## config.mk

```make
export PLATFORM = sky130hd
export DESIGN_NAME = imt_timer
export DESIGN_NICKNAME = d
export VERILOG_FILES = /design/src/core/imt_pkg.sv /design/src/core/imt_timer.sv
export SDC_FILE = /design/constraint.sdc
export NUM_CORES = 1
export LEC_CHECK = 0
export BUFFER_PORTS_ARGS = -buffer_cell sky130_fd_sc_hd__buf_2
export CAP_MARGIN = 20
export CORE_ASPECT_RATIO = 0.5
export CORE_UTILIZATION = 30
export CTS_CLUSTER_DIAMETER = 120
export DETAILED_ROUTE_END_ITERATION = 10
export SYNTH_ARGS = -nofsm -noshare
export SYNTH_HDL_FRONTEND = slang
export SYNTH_SLANG_ARGS = --single-unit
```

## constraint.sdc

```tcl
create_clock -name mclk_i -period 3.16 [get_ports mclk_i]
set_input_delay 0.632 -clock mclk_i [delete_from_list [all_inputs] [get_ports mclk_i]]
set_output_delay 0.632 -clock mclk_i [all_outputs]
set_load 0.01 [all_outputs]
```

## src/core/imt_pkg.sv

```systemverilog
// Purpose: Shared constants and types for the interval match timer
// Assumes: One clock domain, no software register bus
// Notes: Counters are 16 bits wide by default
package imt_pkg;

  // Count clock selections
  localparam logic [1:0] IMT_CKS_DIV8 = 2'h0;
  localparam logic [1:0] IMT_CKS_DIV32 = 2'h1;
  localparam logic [1:0] IMT_CKS_DIV128 = 2'h2;
  localparam logic [1:0] IMT_CKS_DIV512 = 2'h3;

  // Prescaler tap positions (divide by 2**(tap+1))
  localparam int IMT_TAP_DIV8 = 2;
  localparam int IMT_TAP_DIV32 = 4;
  localparam int IMT_TAP_DIV128 = 6;
  localparam int IMT_TAP_DIV512 = 8;
  localparam int IMT_PRE_W = 9;

  // Counter width and reset values
  localparam int IMT_CNT_W = 16;
  localparam logic [IMT_CNT_W-1:0] IMT_CNT_RST = 16'h0000;
  localparam logic [IMT_CNT_W-1:0] IMT_CMP_RST = 16'hffff;

  // Linked event actions for channel one
  typedef enum logic [1:0] {
    IMT_ACT_NONE,
    IMT_ACT_START,
    IMT_ACT_COUNT,
    IMT_ACT_RESTART
  } imt_act_t;

  // Per-channel configuration
  typedef struct packed {
    logic run;
    logic [1:0] cks;
    logic [IMT_CNT_W-1:0] cmp;
  } imt_chcfg_t;

  // Event link configuration
  typedef struct packed {
    logic [2:0] src_sel;
    imt_act_t act;
  } imt_evcfg_t;

endpackage : imt_pkg

```

## src/core/imt_timer.sv

```systemverilog
// Purpose: Two channel compare match interval timer
// Assumes: Configuration arrives on plain ports; inputs synchronous
// Notes: Outputs are registered
//
// How it works
// - Each counter advances on a tick of PCLK/8, /32, /128 or /512, except channel one in event count mode.
// - Each channel keeps its own count clock selection.
// - Two channels each raise a compare match interrupt pulse.
// - Channel one alone pulses an event output on compare match.
// - A linked event starts, advances or restarts channel one.
// - Only events from the selected source module are acted on.
// - Module stop halts the whole timer until released.
`timescale 1ns/10ps
`default_nettype none
module imt_timer
  import imt_pkg::*;
#(
  parameter int SRC_N = 8
)
(
  // Clock and reset
  input wire logic mclk_i,
  input wire logic rst_i,
  // Configuration
  input wire logic mstop_i,
  input var imt_chcfg_t ch0_cfg_i,
  input var imt_chcfg_t ch1_cfg_i,
  input var imt_evcfg_t ev_cfg_i,
  // Linked events, one bit per source module
  input wire logic [SRC_N-1:0] ev_src_i,
  // Status
  output logic [IMT_CNT_W-1:0] cnt0_o,
  output logic [IMT_CNT_W-1:0] cnt1_o,
  output logic irq0_o,
  output logic irq1_o,
  output logic ev_out_o,
  output logic ch1_run_o
);

  // Parameter range check
  if (SRC_N < 1 || SRC_N > 8)
  begin : g_bad_src
    $error("SRC_N must be 1 to 8");
  end

  typedef struct packed {
    logic [IMT_PRE_W-1:0] pre;
    logic [IMT_CNT_W-1:0] cnt0;
    logic [IMT_CNT_W-1:0] cnt1;
    logic hit0;
    logic hit1;
    logic ev_run;
    logic irq0;
    logic irq1;
    logic ev_out;
  } imt_state_t;

  imt_state_t s_q, s_d;

  // Tick when the prescaler wraps at the selected tap
  function automatic logic tick_of(input logic [1:0] cks,
                                   input logic [IMT_PRE_W-1:0] pre);
    logic t;
    t = 1'b0;
    unique case (cks)
      IMT_CKS_DIV8: t = &pre[IMT_TAP_DIV8:0];
      IMT_CKS_DIV32: t = &pre[IMT_TAP_DIV32:0];
      IMT_CKS_DIV128: t = &pre[IMT_TAP_DIV128:0];
      IMT_CKS_DIV512: t = &pre[IMT_TAP_DIV512:0];
    endcase
    return t;
  endfunction : tick_of

  logic tick0, tick1, ev_hit;
  logic [7:0] src_pad;

  always_comb
  begin
    src_pad = 8'h00;
    src_pad[SRC_N-1:0] = ev_src_i;
    ev_hit = src_pad[ev_cfg_i.src_sel] && ev_cfg_i.act != IMT_ACT_NONE;
    tick0 = tick_of(ch0_cfg_i.cks, s_q.pre);
    tick1 = tick_of(ch1_cfg_i.cks, s_q.pre);
  end

  always_comb
  begin
    logic run1;
    logic adv1;
    run1 = 1'b0;
    adv1 = 1'b0;
    s_d = s_q;
    s_d.irq0 = 1'b0;
    s_d.irq1 = 1'b0;
    s_d.ev_out = 1'b0;
    if (!mstop_i)
    begin
      s_d.pre = s_q.pre + 1'b1;
      // Channel zero
      if (ch0_cfg_i.run && tick0)
      begin
        s_d.cnt0 = s_q.hit0 ? IMT_CNT_RST : s_q.cnt0 + 1'b1;
        s_d.hit0 = (s_q.hit0 ? IMT_CNT_RST : s_q.cnt0 + 1'b1)
                   == ch0_cfg_i.cmp;
        s_d.irq0 = s_d.hit0;
      end
      if (ev_hit && ev_cfg_i.act == IMT_ACT_START)
        s_d.ev_run = 1'b1;
      run1 = ch1_cfg_i.run || s_q.ev_run;
      if (ev_cfg_i.act == IMT_ACT_COUNT)
        adv1 = ev_hit;
      else
        adv1 = run1 && tick1;
      if (ev_hit && ev_cfg_i.act == IMT_ACT_RESTART)
      begin
        s_d.cnt1 = IMT_CNT_RST;
        s_d.hit1 = 1'b0;
      end
      else if (adv1)
      begin
        s_d.cnt1 = s_q.hit1 ? IMT_CNT_RST : s_q.cnt1 + 1'b1;
        s_d.hit1 = s_d.cnt1 == ch1_cfg_i.cmp;
        s_d.irq1 = s_d.hit1;
        s_d.ev_out = s_d.hit1;
      end
    end
  end

  always_ff @(posedge mclk_i or posedge rst_i)
  begin
    if (rst_i)
    begin
      s_q <= '0;
    end
    else
    begin
      s_q <= s_d;
    end
  end

  assign cnt0_o = s_q.cnt0;
  assign cnt1_o = s_q.cnt1;
  assign irq0_o = s_q.irq0;
  assign irq1_o = s_q.irq1;
  assign ev_out_o = s_q.ev_out;
  assign ch1_run_o = s_q.ev_run;

  AST_EVOUT_IRQ1: assert property (@(posedge mclk_i) disable iff (rst_i)
    ev_out_o == irq1_o) else $error("event output differs from irq1");

  AST_IRQ0_MATCH: assert property (@(posedge mclk_i) disable iff (rst_i)
    irq0_o |-> cnt0_o == $past(ch0_cfg_i.cmp))
    else $error("irq0 without compare match");

  AST_IRQ1_PULSE: assert property (@(posedge mclk_i) disable iff (rst_i)
    irq1_o |=> !irq1_o) else $error("irq1 not a pulse");

  AST_IRQ0_PULSE: assert property (@(posedge mclk_i) disable iff (rst_i)
    irq0_o |=> !irq0_o) else $error("irq0 not a pulse");

  AST_EVOUT_MATCH: assert property (@(posedge mclk_i) disable iff (rst_i)
    ev_out_o |-> cnt1_o == $past(ch1_cfg_i.cmp))
    else $error("event output without channel one match");

  AST_STOP_HOLD: assert property (@(posedge mclk_i) disable iff (rst_i)
    mstop_i |=> $stable(cnt0_o) && $stable(cnt1_o) && !irq0_o)
    else $error("counting during module stop");

  AST_STOP_QUIET: assert property (@(posedge mclk_i) disable iff (rst_i)
    mstop_i |=> !irq1_o && !ev_out_o)
    else $error("pulse during module stop");

  AST_STOP_PRE: assert property (@(posedge mclk_i) disable iff (rst_i)
    mstop_i |=> $stable(s_q.pre))
    else $error("prescaler ran during module stop");

  AST_CLEAR: assert property (@(posedge mclk_i) disable iff (rst_i)
    irq0_o && !mstop_i && ch0_cfg_i.run ##0 !$changed(ch0_cfg_i.cks)
    |-> ##[1:512] cnt0_o == IMT_CNT_RST)
    else $error("counter not cleared after match");

  AST_DIV8: assert property (@(posedge mclk_i) disable iff (rst_i)
    $changed(cnt0_o) && !mstop_i && ch0_cfg_i.cks == IMT_CKS_DIV8
    |-> $past(s_q.pre[2:0]) == 3'h7)
    else $error("div8 tick misplaced");

  AST_DIV512: assert property (@(posedge mclk_i) disable iff (rst_i)
    $changed(cnt0_o) && $past(ch0_cfg_i.cks) == IMT_CKS_DIV512
    |-> &$past(s_q.pre))
    else $error("div512 tick misplaced");

  AST_SRC: assert property (@(posedge mclk_i) disable iff (rst_i)
    !mstop_i && ev_cfg_i.act == IMT_ACT_RESTART && ev_hit
    |=> cnt1_o == IMT_CNT_RST) else $error("restart ignored");

  AST_SRC_IGNORE: assert property (@(posedge mclk_i) disable iff (rst_i)
    !mstop_i && ev_cfg_i.act == IMT_ACT_COUNT && !ev_hit
    |=> $stable(cnt1_o))
    else $error("counted without selected event");

  AST_START: assert property (@(posedge mclk_i) disable iff (rst_i)
    !mstop_i && ev_hit && ev_cfg_i.act == IMT_ACT_START |=> ch1_run_o)
    else $error("start event ignored");

  AST_COUNT_STEP: assert property (@(posedge mclk_i) disable iff (rst_i)
    !mstop_i && ev_hit && ev_cfg_i.act == IMT_ACT_COUNT && !s_q.hit1
    |=> cnt1_o == $past(cnt1_o) + 16'h0001)
    else $error("event count step wrong");

  AST_RESTART_IRQ: assert property (@(posedge mclk_i) disable iff (rst_i)
    !mstop_i && ev_hit && ev_cfg_i.act == IMT_ACT_RESTART |=> !irq1_o)
    else $error("restart raised irq1");

endmodule : imt_timer
`default_nettype wire

```

=== Yosys cells after proc, flatten, opt, wreduce, memory -nomap -nowiden ===
Cells that the tools add are included.

* Register bits after elaboration: 47
* Bits in latches: 0
* Memory bits (writable): 0
* Bits in read-only memories: 0
* Bits of input ports: 54
* Output and inout port bits: 36
* Logic and storage cells: 58
* Memories: 0

* Add/subtract/negate cells: 3
* $mul: 0
* Divide/modulo/power cells: 0
* $lt $le $gt $ge: 1
* Equality and inequality tests: 11
* Shift operators: 0
* Muxes and demuxes: 16
* Bitwise operators: 1
* Reductions and logical operators: 17

{| class="wikitable"
|+ Operators by type and width
! operator !! number
|-
| two-way mux 16 bit || 4
|-
| adder 16 x 1 -> 16 bit, second input constant || 2
|-
| equality test 16 bit || 2
|-
| equality test 2 bit, second input constant || 6
|-
| adder 9 x 1 -> 9 bit, second input constant || 1
|-
| AND reduction 9 bit || 1
|-
| case mux 1 bit (4 select lines) || 2
|-
| AND reduction 7 bit || 1
|-
| equality test 2 x 1 -> 1 bit, second input constant || 3
|-
| two-way mux 1 bit || 6
|-
| AND reduction 2 bit || 3
|-
| logical AND 1 bit || 5
|-
| AND reduction 5 bit || 1
|-
| zero test 2 bit || 2
|-
| < comparator 3 x 4 -> 1 bit, second input constant || 1
|-
| two-way mux 2 bit || 2
|-
| nonzero test 2 bit || 2
|-
| binary-select mux 1 bit (select 3 bit) || 1
|-
| two-way mux 3 bit || 1
|-
| AND reduction 3 bit || 1
|-
| logical OR 1 bit || 1
|-
| NOT 1 bit || 1
|}

=== Depth between registers and ports, before layout ===
* Depth in word-level cells: 8
* Depth in mapped cells: 12
* Mapped depth without buffers: 11

=== Least setup slack after synthesis ===
No wires, ideal clock.

* Path type: input port to flip-flop
* From: in ev_cfg_i[3] (netlist bit)
* To: reg s_q, in the netlist cnt1_o[4]
* Library setup time: 83 ps
* Arrival time: 2,692 ps
* Required time: 3,077 ps
* Setup slack: 386 ps
* Cell stages on the path: 8
* Path buffers: 1
* Cell sequence: mux4_1 -> mux2_4 -> nand2_4 -> mux2_4 -> or3_4 -> buf_6 -> or3_1 -> o21ai_0

* Word-level cells in the longest chain between the ends: 7
* Elaborated cells between the ends (all ways): 9
* Classes of those cells: mux: 5; reduce/logical: 4

{| class="wikitable"
|+ Ends and longest elaborated chain
! element !! line !! source
|-
| start, declared || imt_timer.sv:28 || <nowiki>input var imt_evcfg_t ev_cfg_i,</nowiki>
|-
| binary-select mux 1 bit (select 3 bit) * || imt_timer.sv:81 || <nowiki>ev_hit = src_pad[ev_cfg_i.src_sel] && ev_cfg_i.act != IMT_ACT_NONE;</nowiki>
|-
| two-way mux 1 bit (not written as such) * || imt_timer.sv:81 ||
|-
| logical AND 1 bit * || imt_timer.sv:81 ||
|-
| two-way mux 1 bit || imt_timer.sv:110 || <nowiki>if (ev_cfg_i.act == IMT_ACT_COUNT)</nowiki>
|-
| two-way mux 1 bit || imt_timer.sv:96 || <nowiki>if (!mstop_i)</nowiki>
|-
| nonzero test 2 bit (no line) || -- ||
|-
| AND reduction 2 bit (no line) || -- ||
|-
| end signal, assigned || imt_timer.sv:133 || <nowiki>s_q <= '0;</nowiki>
|-
| end signal, assigned || imt_timer.sv:137 || <nowiki>s_q <= s_d;</nowiki>
|-
| end, declared || imt_timer.sv:58 || <nowiki>imt_state_t s_q, s_d;</nowiki>
|}

Mark *: on every way between the ends. The rest lies on a longest branch, timed or not. The select of a mux whose other input is x is not followed.
A chain may end at the register's enable or synchronous reset.

=== Worst setup path in the final report ===
* From: reg s_q[38] (netlist bit)
* To: reg s_q, in the netlist cnt1_o[4]

* Word-level cells in the longest chain between the ends: 7
* Elaborated cells between the ends (all ways): 10
* Classes of those cells: mux: 3; reduce/logical: 7

{| class="wikitable"
|+ Ends and longest elaborated chain
! element !! line !! source
|-
| AND reduction 9 bit (tied with other cells) || imt_timer.sv:69 || <nowiki>IMT_CKS_DIV512: t = &pre[IMT_TAP_DIV512:0];</nowiki>
|-
| case mux 1 bit (4 select lines) * || imt_timer.sv:65 || <nowiki>unique case (cks)</nowiki>
|-
| logical AND 1 bit * || imt_timer.sv:113 || <nowiki>adv1 = run1 && tick1;</nowiki>
|-
| two-way mux 1 bit * || imt_timer.sv:110 ||
|-
| two-way mux 1 bit * || imt_timer.sv:96 ||
|-
| nonzero test 2 bit (no line) * || -- ||
|-
| AND reduction 2 bit (no line) * || -- ||
|}

Marked as above.

==> results.toml <==
[global_route]
grt_pass1_vias = 3086
grt_pass1_wl_mm = 15.5
overflow = 0
grt_start_max_net_pins = 47
antenna_found_initial = 0
track_usage_pct = 15.8

[critical_path]
rr_startpoint = "s_q[38]"
critical_path_class = "flip-flop to flip-flop"
startpoint_type = "flip-flop"
crit_chain = "ha_1 -> nand2_1 -> nor3_1 -> ha_1 -> mux2i_1 -> a221oi_1 -> o21ai_0 -> mux2_4 -> or3_4 -> or3_1 -> o21ai_0"
critPathCaptureType = "flip-flop"
arrival_ns = 3.05
reg2reg_to = "cnt1_o[4]"
startpoint = "s_q[38]"
ff2ff_path_depth = 11
cp_max_fo = 11
cp_slowest_cell = "or3_4"
slowest_delay_ns = 0.40
cp.required_ns = 3.37
r2r_slack_ns = 0.32

[clocking]
cts_hold_buf = 0
cts_resized = 0
cts_max_level = 2
worstSkewPairLatency_ns = 0.29
root_buffer = "clkbuf_16"
clockBufferDepth = 2
post-cts-setup-buffers = 0
cts_tree = "built"
numCtsBuffers = 5
numClockSinks = 46
clk_pin_slew_ns = 0.06

[place]
place_inst = 616
hpwl_mm = 6.79
io_buffers = 89
gp_congestion = 0.797

[detailed_routing]
firstDrtPassIters = 4
vias_per_cell = 5.08
wl_per_cell_um = 14.7
antenna_left = 0
first_iter_violations = 189
vias = 3171
wl_mm = 9.17
drc = 0

[synth]
netlist_instances = 412
synthXorXnorAreaFrac_pct = 10.4
synthArstFlopShare_pct = 100
yosys.area_share.simple_pct = 20.4
seq_area_frac_synth_pct = 32.1
synth_nets = 472
syn-cell-area_mm2 = 0.00358
ys_top_cells_by_area = "dfrtp_1, buf_4, xnor2_1"
synth-compound-area-share_pct = 18.6
synth_cell_types = 56
ys_seq_elements = 46
synth_top_area_share_pct = 32.1
synth_top_area_cell = "dfrtp_1"
yosysWarnings = 0
synth_area_per_cell_um2 = 8.70
synth_edf_count = 0
muxShareOfSynthArea_pct = 5.27
synthAdderAreaFrac_pct = 2.09
synth_ff_type = "dfrtp_1"
synth_top_family_by_area = "simple AND/OR/NAND/NOR gates"

[power_and_ir_drop]
fin_total_pwr_mw = 2.02
p_per_area_mw_per_mm2 = 493
p_leak_nw = 1.79
vdd_ir_drop_max_v = 0.000180

[final_layout]
instances_no_fill = 624
layout_commonest_cell = "buf_2"
syn2layout_area_growth_pct = 14.3
antenna_cells = 0
fillers = 1187
layout-drive-gt1-share_pct = 26.7
nets = 525
final_cell_mix = "buf_2, dfrtp_1, o21ai_0"

[floorplanning]
rows = 27
die_w_um = 157
pin_count = 90
die_h_um = 79.3
dieArea_mm2 = 0.0124
core_mm2 = 0.0113
start_util_pct = 31.7

[min_path]
hp-class = "primary input to async pin"

[sta]
tns_ns = 0
clock-skew-final_ns = 0.00575
slew_violations = 0
period_needed_ns = 2.84
relSlewSlack_pct = 57.7
hold_slack_ns = 0.389
worst_pin_slew_ns = 0.629
fmax_mhz = 352
final_hold_viol_count = 0
period_share_pct = 89.8
rsz0062_at_grt = "false"
setup_viol = 0

[outcome]
outcome = "finished, final reports clean"

[run]
drv_cap = 0
-- state kept, by name (all words and copies together), names as in the netlist --
register   count
ev_out_o       1
cnt0_o        16
irq0_o         1
s_q           11
ch1_run_o      1
cnt1_o        16
-- final cells by class --
class / instances / area (um^2) / area share [%]
Sequential cell: 46 / 1150 / 28.1
Tap cell: 159 / 199 / 4.86
Multi-Input combinational cell: 298 / 2030 / 49.7
Inverter: 18 / 67.6 / 1.65
Timing Repair Buffer: 96 / 510 / 12.5
Clock buffer: 7 / 133 / 3.24
-- synth_stat cells (9+ instances only) --
library cell and n:
nor4_1 9, nor3_1 16, xnor2_1 27, buf_4 35, o21ai_0 34, xor2_1 13, or3_1 12, nor2_1 13
nand3_1 16, a21oi_1 28, dfrtp_1 46, inv_1 17, clkbuf_1 11, nand2_1 27
-- routing by layer --
layer / vias to the layer above / share of wire (%) / track usage [%]
li1: 1576 / - / -
met1: 1495 / 49 / 21.2
met2: 91 / 45 / 26.1
met3: 9 / 5.5 / 3.55
met4: 0 / 0.74 / 3.14
met5: - / 0 / 0
-- per-stage QoR --
stage | util (%) | setup slack (ns) | instance area [um^2]
final | 36.2 | 0.323 | 4100
after global routing | 36.2 | 0.0242 | 4100
after CTS | 36.0 | 0.342 | 4080
after detailed placement | 34.8 | 0.228 | 3940
after global placement | 34.8 | 0.279 | 3940
after floorplan | - | 0.386 | 3580
-- worst max-delay path: cells and delay by family (launching register included) --
family          cells  cell delay [ns]
compound gates      3             0.55
fa+ha+maj           2             0.39
flops               1             0.38
mux                 2             0.40
simple gates        4             1.01
-- power breakdown --
| part | switching (mW) | internal, mW | total (mW) |
|---|---|---|---|
| registers | 0.126 | 0.684 | 0.810 |
| logic | 0.368 | 0.334 | 0.702 |
| clock network | 0.217 | 0.290 | 0.507 |
| total | 0.711 | 1.31 | 2.02 |
-- kinds of logic (layout without fill, tap and decap cells) --
logic type                 after synthesis  in the layout
adders and majority gates                6              6
muxes                                   14             14
xor gates and xnor gates                41             41
AOI/OAI and AO/OA                      107            107
DFF                                     46             46
and+or+nand+nor                        130            130
buffers and inverters                   68            121
-- worst max-delay path by stage --
stage                 to  slack, ns
6_report       cnt1_o[4]       0.32
4_1_cts        cnt1_o[4]       0.34
2_1_floorplan  cnt1_o[4]       0.39
3_5_place_dp   cnt1_o[4]       0.23
5_1_grt        cnt1_o[5]       0.02
3_3_place_gp   cnt1_o[5]       0.28
(Power assumes the default switching activity.)
